**config.mk**
```make
export PLATFORM = sky130hd
export DESIGN_NAME = sfx_synth
export DESIGN_NICKNAME = d
export VERILOG_FILES = /design/src/rtl/sfx_pkg.sv /design/src/rtl/sfx_synth.sv
export VERILOG_INCLUDE_DIRS = /design/src /design/src/rtl
export SDC_FILE = /design/constraint.sdc
export NUM_CORES = 1
export LEC_CHECK = 0
export BUFFER_PORTS_ARGS = -buffer_cell sky130_fd_sc_hd__buf_2
export CELL_PAD_IN_SITES_DETAIL_PLACEMENT = 1
export CELL_PAD_IN_SITES_GLOBAL_PLACEMENT = 2
export CORE_ASPECT_RATIO = 1.2
export CORE_MARGIN = 2
export CORE_UTILIZATION = 44
export CTS_CLUSTER_SIZE = 30
export DETAILED_ROUTE_END_ITERATION = 12
export PLACE_DENSITY = 0.93
export SYNTH_ARGS = -nofsm -noshare
export SYNTH_HDL_FRONTEND = slang
export SYNTH_SLANG_ARGS = --single-unit
```
**constraint.sdc**
```tcl
create_clock -name clk -period 10.2 [get_ports clk]
set_input_delay 1.02 -clock clk [delete_from_list [all_inputs] [get_ports clk]]
set_output_delay 1.02 -clock clk [all_outputs]
set_load 0.1 [all_outputs]
```
**src/rtl/sfx_consts.svh**
```systemverilog
// constants for the sound effect synthesizer: register indices, codes, timing, tables
// assumes a 50 mhz core clock and decoded register accesses from the serial host port
`ifndef SFX_CONSTS_SVH
`define SFX_CONSTS_SVH

// register indices on the decoded host register port
`define SFX_IDX_SOUND      2'h0
`define SFX_IDX_PLAY       2'h1
`define SFX_IDX_VOL        2'h2
`define SFX_RST_SOUND      16'h0000
`define SFX_RST_VOL        8'hff

// effect select fields
`define SFX_CODE_MSB       7
`define SFX_NOTE_LSB       8
`define SFX_NOTE_MSB       15

// effect codes
`define SFX_CODE_SILENCE   8'h00
`define SFX_CODE_SINE      8'h01
`define SFX_CODE_SQUARE    8'h02
`define SFX_CODE_TRIANGLE  8'h03
`define SFX_CODE_CLICK     8'h10
`define SFX_CODE_BEEP      8'h11

// timing
`define SFX_CLK_KHZ        50000
`define SFX_CLICK_MS       2
`define SFX_BEEP_MS        100
`define SFX_CLICK_CYCLES   (`SFX_CLICK_MS * `SFX_CLK_KHZ)
`define SFX_BEEP_CYCLES    (`SFX_BEEP_MS * `SFX_CLK_KHZ)

// pitch: phase increments per clock for the 12 semitones starting at middle c
`define SFX_SEMI_TABLE     {16'ha5b7, 16'h9c6a, 16'h93a3, 16'h8b5a, 16'h8388, 16'h7c26, \
                            16'h752f, 16'h6e9b, 16'h6866, 16'h628a, 16'h5d02, 16'h57ca}
`define SFX_SEMI_COUNT     12
`define SFX_OCT_MAX        4'h7
`define SFX_CLICK_SHIFT    4'h4
`define SFX_BEEP_SEMI      4'h9
`define SFX_BEEP_SHIFT     4'h1

// wave table: one period of a signed sine in 16 entries
`define SFX_SINE_TABLE     {8'hcf, 8'ha6, 8'h8b, 8'h81, 8'h8b, 8'ha6, 8'hcf, 8'h00, \
                            8'h31, 8'h5a, 8'h75, 8'h7f, 8'h75, 8'h5a, 8'h31, 8'h00}
`define SFX_SINE_COUNT     16
`define SFX_SQ_HIGH        8'h60
`define SFX_SQ_LOW         8'ha0
`define SFX_PCM_MAX        9'h07f
`define SFX_PCM_MIN        9'h180
`define SFX_PWM_OFFSET     8'h80

`endif

```
**src/rtl/sfx_pkg.sv**
```systemverilog
// types shared by the sound effect synthesizer
// assumes sfx_consts.svh supplies all numeric constants
package sfx_pkg;

    typedef struct packed {
        logic        wr;
        logic [1:0]  addr;
        logic [15:0] data;
    } sfx_reg_req_t;

    typedef enum logic [1:0] {
        SFX_WAVE_SINE     = 2'b00,
        SFX_WAVE_SQUARE   = 2'b01,
        SFX_WAVE_TRIANGLE = 2'b10,
        SFX_WAVE_NONE     = 2'b11
    } sfx_wave_t;

endpackage : sfx_pkg

```
**src/rtl/sfx_synth.sv**
```systemverilog
// sound effect synthesizer with pwm audio output
// assumes decoded register accesses arrive synchronously, one per cycle at most,
// and that pb_sample is the already volume-scaled signed playback sample
//
// Overview of operation
// - mono audio as pwm on one pin
// - pin mixes synthesizer and sample playback
// - sine and beep effects built from internal rom wave table, square and triangle computed
// - play reads 1 while sounding, else 0
// - some effects sound until retriggered
// - new trigger abandons current effect immediately
// - code 0 is silence and stops effects
// - separate effect volume register scales loudness
// - 16-bit select, low byte is code
// - high byte is semitone note number when pitched
// - note zero gives middle c
// - unpitched effects ignore the high byte
`timescale 1ns/1ps
`include "sfx_consts.svh"

module sfx_synth #(
    parameter int CLICK_CYCLES = `SFX_CLICK_CYCLES,
    parameter int BEEP_CYCLES  = `SFX_BEEP_CYCLES
) (
    input  wire logic                 clk,
    input  wire logic                 rst,
    input  wire sfx_pkg::sfx_reg_req_t reg_req,
    output logic [15:0]               reg_rdata,
    input  wire logic signed [7:0]    pb_sample,
    output logic                      audio_pwm
);

    // ==========================================================
    // registers
    logic [15:0]        sound_sel;
    logic [7:0]         vol_sound;
    logic               playing;
    logic [7:0]         act_code;
    logic [7:0]         act_note;
    logic [31:0]        phase;
    logic [31:0]        dur_cnt;
    logic signed [7:0]  scaled;
    logic [7:0]         pwm_level;
    logic [7:0]         pwm_cnt;
    logic               trigger;

    assign trigger = reg_req.wr && reg_req.addr == `SFX_IDX_PLAY && reg_req.data[0];

    always_ff @(posedge clk or posedge rst)
    begin
        if (rst)
        begin
            sound_sel <= `SFX_RST_SOUND;
            vol_sound <= `SFX_RST_VOL;
        end
        else if (reg_req.wr && reg_req.addr == `SFX_IDX_SOUND)
        begin
            sound_sel <= reg_req.data;
        end
        else if (reg_req.wr && reg_req.addr == `SFX_IDX_VOL)
        begin
            vol_sound <= reg_req.data[7:0];
        end
    end

    always_ff @(posedge clk or posedge rst)
    begin
        if (rst)
        begin
            reg_rdata <= 16'h0000;
        end
        else
        begin
            unique case (reg_req.addr)
                `SFX_IDX_SOUND: reg_rdata <= sound_sel;
                `SFX_IDX_PLAY:  reg_rdata <= {15'h0000, playing};
                `SFX_IDX_VOL:   reg_rdata <= {8'h00, vol_sound};
                default:        reg_rdata <= 16'h0000;
            endcase
        end
    end

    // ==========================================================
    // effect decode
    sfx_pkg::sfx_wave_t wave;
    logic               pitched;
    logic               finite;
    logic [31:0]        length;
    logic [3:0]         fix_semi;
    logic [3:0]         fix_shift;

    always_comb
    begin
        wave      = sfx_pkg::SFX_WAVE_NONE;
        pitched   = 1'b0;
        finite    = 1'b0;
        length    = 32'h0000_0000;
        fix_semi  = 4'h0;
        fix_shift = 4'h0;
        unique case (act_code)
            `SFX_CODE_SINE:     begin wave = sfx_pkg::SFX_WAVE_SINE;     pitched = 1'b1; end
            `SFX_CODE_SQUARE:   begin wave = sfx_pkg::SFX_WAVE_SQUARE;   pitched = 1'b1; end
            `SFX_CODE_TRIANGLE: begin wave = sfx_pkg::SFX_WAVE_TRIANGLE; pitched = 1'b1; end
            `SFX_CODE_CLICK:
            begin
                wave      = sfx_pkg::SFX_WAVE_SQUARE;
                finite    = 1'b1;
                length    = 32'(CLICK_CYCLES);
                fix_shift = `SFX_CLICK_SHIFT;
            end
            `SFX_CODE_BEEP:
            begin
                wave      = sfx_pkg::SFX_WAVE_SINE;
                finite    = 1'b1;
                length    = 32'(BEEP_CYCLES);
                fix_semi  = `SFX_BEEP_SEMI;
                fix_shift = `SFX_BEEP_SHIFT;
            end
            default:            wave = sfx_pkg::SFX_WAVE_NONE;
        endcase
    end

    // ==========================================================
    // pitch: semitone table shifted by octave
    logic [15:0] semi_rom [`SFX_SEMI_COUNT];
    logic signed [7:0] sine_rom [`SFX_SINE_COUNT];

    generate
        for (genvar i = 0; i < `SFX_SEMI_COUNT; i++)
        begin : g_semi
            localparam logic [16*`SFX_SEMI_COUNT-1:0] SEMI = `SFX_SEMI_TABLE;
            assign semi_rom[i] = SEMI[16*i +: 16];
        end
        for (genvar j = 0; j < `SFX_SINE_COUNT; j++)
        begin : g_sine
            localparam logic [8*`SFX_SINE_COUNT-1:0] SINE = `SFX_SINE_TABLE;
            assign sine_rom[j] = SINE[8*j +: 8];
        end
    endgenerate

    logic [3:0]  semi;
    logic [3:0]  shift;
    logic [4:0]  oct;
    logic [31:0] inc;

    always_comb
    begin
        oct = 5'(act_note / 8'(`SFX_SEMI_COUNT));
        if (pitched)
        begin
            semi  = 4'(act_note % 8'(`SFX_SEMI_COUNT));
            shift = (oct > 5'(`SFX_OCT_MAX)) ? `SFX_OCT_MAX : oct[3:0];
        end
        else
        begin
            semi  = fix_semi;
            shift = fix_shift;
        end
        inc = {16'h0000, semi_rom[semi]} << shift;
    end

    // ==========================================================
    // sequencing
    always_ff @(posedge clk or posedge rst)
    begin
        if (rst)
        begin
            playing  <= 1'b0;
            act_code <= `SFX_CODE_SILENCE;
            act_note <= 8'h00;
            phase    <= 32'h0000_0000;
            dur_cnt  <= 32'h0000_0000;
        end
        else if (trigger)
        begin
            act_code <= sound_sel[`SFX_CODE_MSB:0];
            act_note <= sound_sel[`SFX_NOTE_MSB:`SFX_NOTE_LSB];
            playing  <= sound_sel[`SFX_CODE_MSB:0] != `SFX_CODE_SILENCE;
            phase    <= 32'h0000_0000;
            dur_cnt  <= 32'h0000_0000;
        end
        else if (playing)
        begin
            phase   <= phase + inc;
            dur_cnt <= dur_cnt + 32'h0000_0001;
            if (wave == sfx_pkg::SFX_WAVE_NONE || (finite && dur_cnt + 32'h0000_0001 >= length))
            begin
                playing  <= 1'b0;
                act_code <= `SFX_CODE_SILENCE;
            end
        end
    end

    // ==========================================================
    // wave, volume, mix, pwm
    logic signed [7:0]  raw;
    logic signed [16:0] prod;
    logic signed [8:0]  mix;

    always_comb
    begin
        unique case (wave)
            sfx_pkg::SFX_WAVE_SINE:     raw = sine_rom[phase[31:28]];
            sfx_pkg::SFX_WAVE_SQUARE:   raw = phase[31] ? `SFX_SQ_LOW : `SFX_SQ_HIGH;
            sfx_pkg::SFX_WAVE_TRIANGLE: raw = phase[31] ? 8'(8'h7f - {phase[30:24], 1'b0})
                                                        : 8'(8'h81 + {phase[30:24], 1'b0});
            sfx_pkg::SFX_WAVE_NONE:     raw = 8'h00;
        endcase
        if (!playing)
        begin
            raw = 8'h00;
        end
        prod = raw * $signed({1'b0, vol_sound});
        mix  = 9'(scaled) + 9'(pb_sample);
    end

    always_ff @(posedge clk or posedge rst)
    begin
        if (rst)
        begin
            scaled    <= 8'h00;
            pwm_level <= `SFX_PWM_OFFSET;
            pwm_cnt   <= 8'h00;
            audio_pwm <= 1'b0;
        end
        else
        begin
            scaled  <= prod[15:8];
            pwm_cnt <= pwm_cnt + 8'h01;
            if (mix > $signed(`SFX_PCM_MAX))
            begin
                pwm_level <= 8'h7f ^ `SFX_PWM_OFFSET;
            end
            else if (mix < $signed(`SFX_PCM_MIN))
            begin
                pwm_level <= 8'h80 ^ `SFX_PWM_OFFSET;
            end
            else
            begin
                pwm_level <= mix[7:0] ^ `SFX_PWM_OFFSET;
            end
            audio_pwm <= pwm_cnt < pwm_level;
        end
    end

    // ==========================================================
    // assertions
    AST_TRIG_STARTS: assert property (@(posedge clk) disable iff (rst)
        trigger && sound_sel[7:0] == `SFX_CODE_SINE |=> playing && act_code == `SFX_CODE_SINE)
        else $error("trigger did not start the effect");
    AST_SILENCE_STOPS: assert property (@(posedge clk) disable iff (rst)
        trigger && sound_sel[7:0] == `SFX_CODE_SILENCE |=>
        !playing ##1 ($past(reg_req.addr) != `SFX_IDX_PLAY || reg_rdata == 16'h0000))
        else $error("silence did not stop playback");
    AST_PLAY_READBACK: assert property (@(posedge clk) disable iff (rst)
        reg_req.addr == `SFX_IDX_PLAY |=> reg_rdata == {15'h0000, $past(playing)})
        else $error("play readback wrong");
    AST_CONT_HOLDS: assert property (@(posedge clk) disable iff (rst)
        playing && act_code == `SFX_CODE_SQUARE && !trigger |=> playing)
        else $error("continuous effect ended by itself");
    AST_RETRIGGER: assert property (@(posedge clk) disable iff (rst)
        playing && trigger |=> phase == 32'h0000_0000 && act_code == $past(sound_sel[7:0]))
        else $error("retrigger did not restart");
    AST_VOL_ZERO: assert property (@(posedge clk) disable iff (rst)
        vol_sound == 8'h00 |=> scaled == 8'h00)
        else $error("zero volume not silent");
    AST_NOTE_ZERO: assert property (@(posedge clk) disable iff (rst)
        playing && pitched && act_note == 8'h00 |-> inc == 32'h0000_57ca)
        else $error("note zero is not middle c");
    AST_UNPITCHED: assert property (@(posedge clk) disable iff (rst)
        playing && act_code == `SFX_CODE_CLICK |-> inc == {16'h0000, semi_rom[0]} << `SFX_CLICK_SHIFT)
        else $error("unpitched effect used the note");
    AST_FINITE_ENDS: assert property (@(posedge clk) disable iff (rst)
        playing && finite && !trigger && dur_cnt + 32'h0000_0001 >= length |=> !playing)
        else $error("finite effect did not end");
    AST_SILENT_IDLE: assert property (@(posedge clk) disable iff (rst)
        !playing ##1 !playing |-> scaled == 8'h00)
        else $error("idle synthesizer not silent");

    COV_PITCHED: cover property (@(posedge clk) disable iff (rst) trigger ##1 playing && pitched);
    COV_CLICK_END: cover property (@(posedge clk) disable iff (rst) playing && act_code == `SFX_CODE_CLICK ##1 !playing);
    COV_RETRIG: cover property (@(posedge clk) disable iff (rst) playing && trigger);

endmodule : sfx_synth

```
==> flow_metrics.py, run 1 <==
metrics = {
    "detailed_routing": {
        "avgViaCountPerCell": 5.74,
        "drc": 0,
        "ant_nets": 0,
        "avgRoutedWirePerCell_microns": 18.2,
        "drt_iter0_markers": 428,
        "wirelength_mm": 31.6,
        "vias": 9941,
        "firstDrtPassIters": 4,
    },
    "timing": {
        "fin_hold_ws_ns": 0.490,
        "max_freq_ghz": 0.147,
        "finalHoldViolCount": 0,
        "setup_tns_ns": 0,
        "slew_headroom": 0.280,
        "setup_viol": 0,
        "tightest_slew_ns": 1.08,
        "post-route-min-period_ns": 6.78,
        "drv_slew": 0,
        "fin_crit_sh": 0.665,
        "finalClockSkew_ns": 0.0113,
        "rsz0062_at_grt": "false",
    },
    "clock_network": {
        "cts_setup_buffers": 0,
        "cts_hold_buf": 0,
        "cts_max_path_buffers": 2,
        "clock_sinks": 146,
        "cts_resized": 0,
        "clk_pin_slew_ns": 0.07,
        "htreeDepth": 4,
        "cts-buffers-inserted": 17,
        "cts_tree": "built",
        "root_buffer": "clkbuf_16",
        "clock_latency_ns": 0.44,
    },
    "min_path": {
        "hold_class": "reg -> reg",
    },
    "layout": {
        "area_growth_pct": 8.37,
        "final_common_cell": "dfrtp_1",
        "final_cell_mix": "dfrtp_1, nor2_1, nand2_1",
        "utilization": 0.488,
        "finalNetCount": 1560,
        "num_antenna_cells": 0,
        "drive_gt1_frac": 0.104,
    },
    "global_route": {
        "antenna_found_initial": 0,
        "grt_usage": 0.226,
        "grt_pass1_vias": 10800,
        "grt_start_max_net_pins": 87,
        "overflow": 0,
        "grt_pass1_wl_mm": 53.7,
    },
    "synth": {
        "synth_area_sq_mm": 0.0123,
        "synth_top_flop_cell": "dfrtp_1",
        "ys_seq_area_frac": 0.299,
        "synthCells": 1363,
        "ys_async_sr_fraction": 1.00,
        "ys_types": 79,
        "synth-edff-count": 0,
        "avgSynthCellArea_sq_um": 9.00,
        "ys_ff_latch": 146,
        "yosysWarnings": 0,
    },
    "pwr": {
        "powerDensity_mw_per_mm2": 212,
        "p_leak_nw": 6.43,
        "p_total_mw": 2.81,
        "ir_drop_mv": 0.105,
    },
    "die": {
        "row_count": 66,
        "start_util": 0.450,
        "coreArea_sq_mm": 0.0273,
        "die_area_sq_mm": 0.0292,
        "die_w_microns": 156,
        "io_pins": 46,
        "die_h_microns": 187,
    },
    "setup_path": {
        "path_max_fanout": 8,
        "r2r-start": "act_code[3]",
        "ff2ff_setup_slack_ns": 3.42,
        "endpoint_kind": "flip-flop",
        "rr_endpoint": "scaled[7]",
        "crit_end": "scaled[7]",
        "cp.required_ns": 10.55,
        "arrival_ns": 7.14,
        "critical_path_class": "reg -> reg",
        "setup.worst_path.start": "act_code[3]",
        "rr_worst_depth": 19,
        "start_kind": "flip-flop",
    },
    "placed_design": {
        "portBuffers": 45,
        "gp_congestion": 0.836,
        "dp_hpwl_mm": 23.4,
    },
    "run_status": {
        "status": "finished clean",
    },
    "run": {
        "drv_cap": 0,
    },
}
[stage by stage]
| stage | instances | worst slack [ns] | area [sq um] |
|---|---|---|---|
| 2_1_floorplan | 1370 | 4.36 | 12300 |
| 3_3_place_gp | 1699 | 3.80 | 12700 |
| 3_5_place_dp | 1699 | 3.53 | 12700 |
| 4_1_cts | 1731 | 3.46 | 13300 |
| 5_1_grt | 1731 | 2.97 | 13300 |
| 6_report | 1731 | 3.42 | 13300 |
[cells in the mapped netlist, types with 31 or more instances]
| library cell | number | area share |
|---|---|---|
| dfrtp_1 | 137 | 0.28 |
| nand3_1 | 38 | 0.016 |
| mux2_2 | 31 | 0.028 |
| clkbuf_1 | 49 | 0.015 |
| a21oi_1 | 71 | 0.029 |
| ha_1 | 116 | 0.12 |
| fa_1 | 37 | 0.060 |
| xnor2_1 | 53 | 0.038 |
| nand2_1 | 120 | 0.037 |
| mux2i_1 | 54 | 0.044 |
| xor2_1 | 49 | 0.035 |
| inv_1 | 88 | 0.027 |
| and2_1 | 46 | 0.023 |
| nor2_1 | 128 | 0.039 |
| o21ai_0 | 63 | 0.026 |
[worst min path at each step]
stage,endpoint,cells past startpoint,slack (ns),startpoint
floorplan,pwm_cnt[0],1,0.45,pwm_cnt[0]
global placement,act_note[0],2,0.47,sound_sel[8]
detailed placement,pwm_cnt[7],1,0.49,pwm_cnt[7]
CTS,pwm_cnt[7],1,0.50,pwm_cnt[7]
global route,pwm_cnt[7],1,0.51,pwm_cnt[7]
finish,pwm_cnt[7],1,0.49,pwm_cnt[7]
[state kept, by name, summed over array words and instances, names as in the netlist]
signal     cells
sound_sel     16
act_note       8
vol_sound      8
scaled         8
pwm_level      8
playing        1
act_code       8
audio_pwm      1
dur_cnt       32
phase         32
pwm_cnt        8
reg_rdata     16
[cells by family (layout without fill, tap and decap cells)]
| family | count (synthesis) | count (layout) | share of synthesized area |
|---|---|---|---|
| DFF | 146 | 146 | 0.299 |
| adders and majority gates | 153 | 153 | 0.179 |
| other | 1 | 8 | 0.000306 |
| buffers and inverters | 152 | 173 | 0.0491 |
| and+or+nand+nor | 452 | 452 | 0.181 |
| AOI/OAI and AO/OA | 267 | 267 | 0.140 |
| xor gates and xnor gates | 102 | 102 | 0.0728 |
| muxes | 90 | 90 | 0.0790 |
[metal layers]
metal  track usage  part of all wire  up-vias
met3        0.0253             0.016       46
met5             0                 0        -
met4        0.0755             0.022        0
li1              -                 -     4737
met1         0.267              0.42     5059
met2         0.422              0.54       99
[worst max-delay path, cell delays in order (launching register included)]
cell and delay (ns):
dfrtp_1 0.40, or4_4 0.57, nor2_1 0.24, nand2_1 0.17, a21oi_1 0.36, nand2_1 0.20, a221oi_1 0.88, nand2_1 0.25
fa_1 0.56, inv_1 0.05, fa_1 0.46, fa_1 0.54, fa_1 0.49, ha_1 0.34, nand2_1 0.06, o21a_1 0.20
o21ai_0 0.44, nor3_1 0.11, o21bai_1 0.22, xnor2_1 0.15
[layout make-up]
type / instances / area [sq um]
multi-input combinational: 1072 / 8030
tap: 340 / 425
clock inverter: 14 / 121
fill: 3220 / 14000
timing repair buffer: 53 / 285
inverter: 88 / 335
sequential: 146 / 3670
clock buffer: 18 / 429
[power breakdown]
group | leakage [nW] | internal (mW) | switching, mW
sequential | 1.87 | 0.692 | 0.148
combinational | 4.29 | 0.553 | 0.811
clock | 0.272 | 0.320 | 0.289
total | 6.43 | 1.56 | 1.25
No activity file was read; power rests on OpenSTA's default activity.
==> run 2, diff against run 1 <==
- CORE_UTILIZATION: 44 -> 36
- PLACE_DENSITY: 0.93 -> 0.82
- clock period: 10.2 -> 5.45 ns (I/O delays scaled with it)
==> run 2 against run 1 <==
Clock skew fell by 0.0034 ns. Flip-flop and latch count is the same. Global-route usage shrank 2.6 points. Die area up 22%. Combinational power grew 140%. Critical path depth grew 2. Count of clock-buffer cells in the layout rose by 1. Utilization fell by 4.9 points. Register-to-register slack worse by 3.4 ns. Largest cell class unchanged.
==> flow_metrics.py, run 2 (synthesis results as in run 1) <==
metrics = {
    "setup_path": {
        "ff2ff_setup_slack_ns": 0.02,
        "path_buf_inv": 2,
        "endpoint_kind": "flip-flop",
        "slowest_stage": "or4_4",
        "cp.required_ns": 5.79,
        "arrival_ns": 5.77,
        "path_delay_family": "adder cells",
        "critical_path_class": "reg -> reg",
        "path_cells": "or4_4 > nor2_4 > nand2_4 > a21oi_4 > nand2_2 > a221oi_2 > o21a_2 > buf_4 > nand2_1 > fa_1 > inv_1 > fa_1 > fa_1 > fa_1 > ha_4 > nand2_1 > o21a_1 > o21ai_2 > o21a_1 > nor2_2 > xnor2_1",
        "slowest_delay_ns": 0.58,
        "critPathMostFrequentCell": "fa_1",
        "start_kind": "flip-flop",
        "path_max_fanout": 7,
    },
    "timing": {
        "max_freq_ghz": 0.184,
        "slew_headroom": 0.322,
        "fin_hold_ws_ns": 0.307,
        "rsz0062_at_grt": "true",
        "tightest_slew_ns": 1.02,
        "setup_viol": 0,
        "finalHoldViolCount": 0,
        "finalClockSkew_ns": 0.00788,
        "post-route-min-period_ns": 5.43,
        "fin_crit_sh": 0.996,
        "drv_slew": 0,
    },
    "placed_design": {
        "dp_hpwl_mm": 25.2,
        "gp_congestion": 0.877,
        "placed_cells": 1919,
        "portBuffers": 45,
    },
    "pwr": {
        "seq_power_share": 0.257,
        "p_sw_frac": 0.425,
        "net-switching-power_mw": 2.57,
        "p_int_mw": 3.48,
        "powerDensity_mw_per_mm2": 408,
        "ir_drop_mv": 0.289,
        "p_total_mw": 6.05,
        "p_comb_frac": 0.547,
        "p_leak_nw": 7.06,
        "p_clk_frac": 0.196,
    },
    "layout": {
        "area_growth_pct": 21.0,
        "reg_top3": "dur_cnt x32, phase x32",
        "final_cell_mix": "dfrtp_1, buf_4, nor2_1",
        "instances_no_fill": 1970,
        "utilization": 0.439,
        "finalNetCount": 1683,
        "final_common_cell": "dfrtp_1",
        "drive_gt1_frac": 0.230,
        "num_antenna_cells": 0,
        "fillers": 3914,
    },
    "clock_network": {
        "cts_tree": "built",
        "clock_latency_ns": 0.45,
        "htreeDepth": 4,
        "cts-buffers-inserted": 17,
        "clk_pin_slew_ns": 0.07,
        "root_buffer": "clkbuf_16",
        "cts_max_path_buffers": 2,
        "clock_sinks": 146,
    },
    "global_route": {
        "grt_pass1_wl_mm": 56.5,
        "grt_usage": 0.200,
        "overflow": 0,
        "grt_start_max_net_pins": 107,
        "antenna_found_initial": 0,
        "grt_pass1_vias": 11200,
    },
    "detailed_routing": {
        "drt_iter0_markers": 349,
        "avgRoutedWirePerCell_microns": 17.4,
        "firstDrtPassIters": 4,
        "ant_nets": 0,
        "vias": 10300,
        "drc": 0,
        "wirelength_mm": 34.3,
        "avgViaCountPerCell": 5.24,
    },
    "die": {
        "io_pins": 46,
        "coreArea_sq_mm": 0.0338,
        "start_util": 0.363,
        "row_count": 74,
        "die_area_sq_mm": 0.0356,
        "die_w_microns": 172,
        "die_h_microns": 206,
    },
    "run": {
        "drv_cap": 0,
    },
    "run_status": {
        "status": "finished clean",
    },
    "min_path": {
        "hold_class": "in -> async",
    },
}
[run 2: cell count changes in the layout (fill, tap and decap cells not counted), moves of 10 or more]
cell     change
buf_4      +117
o21ai_0     -20
o21ai_1     +11
a21oi_1     -10
[run 2: timing repair]
| action | 4_1_cts | 5_1_grt |
|---|---|---|
| setup endpoints to repair | 13 | 15 |
| buffers inserted | 11 | 8 |
| resized for setup | 44 | 64 |
| hold endpoints to repair | 0 | 0 |
| hold buffers | 0 | 0 |
| pin swaps | 33 | 38 |
[run 2: final cells by class]
| cell class | instances | area [sq um] | area share |
|---|---|---|---|
| tap | 456 | 571 | 0.0385 |
| timing repair buffer | 176 | 1260 | 0.0848 |
| multi-input combinational | 1072 | 8420 | 0.568 |
| inverter | 88 | 335 | 0.0226 |
| clock buffer | 19 | 443 | 0.0299 |
| clock inverter | 13 | 140 | 0.00945 |
| sequential | 146 | 3670 | 0.247 |
[run 2: power by group through the flow]
stage	sequential, mW	combinational, mW	clock, mW
after floorplan	1.53	2.01	0
after global placement	1.56	3.01	0
after detailed placement	1.57	3.10	0
after CTS	1.55	3.17	1.22
after global routing	1.59	3.67	1.27
final	1.56	3.31	1.19
[run 2: final timing paths]
kind | start | end | depth (start not counted)
max | act_code[3] | scaled[6] | 21
min | rst | reg_rdata[12] | 2
max reg2reg | act_code[3] | scaled[6] | 21
min reg2reg | sound_sel[14] | act_note[6] | 2
max in group asynchronous | rst | dur_cnt[6] | 3
min in group clk | reg_req[12] | sound_sel[12] | 2
[run 2: routing by layer]
layer | vias to the layer above | GRT usage | wire, microns
li1 | 4982 | - | -
met1 | 5198 | 0.234 | 14700
met2 | 94 | 0.375 | 18300
met3 | 40 | 0.0308 | 628
met4 | 0 | 0.0546 | 617
met5 | - | 0 | 0
[run 2: per-stage QoR]
| step | setup WS [ns] | cell area (sq um) | setup TNS (ns) |
|---|---|---|---|
| after floorplan | 0.0287 | 12300 | 0 |
| after global placement | -0.170 | 13700 | -1.04 |
| after detailed placement | -0.323 | 13700 | -2.37 |
| after CTS | 0.000115 | 14500 | 0 |
| after global routing | -0.196 | 14800 | -0.917 |
| final | 0.0192 | 14800 | 0 |
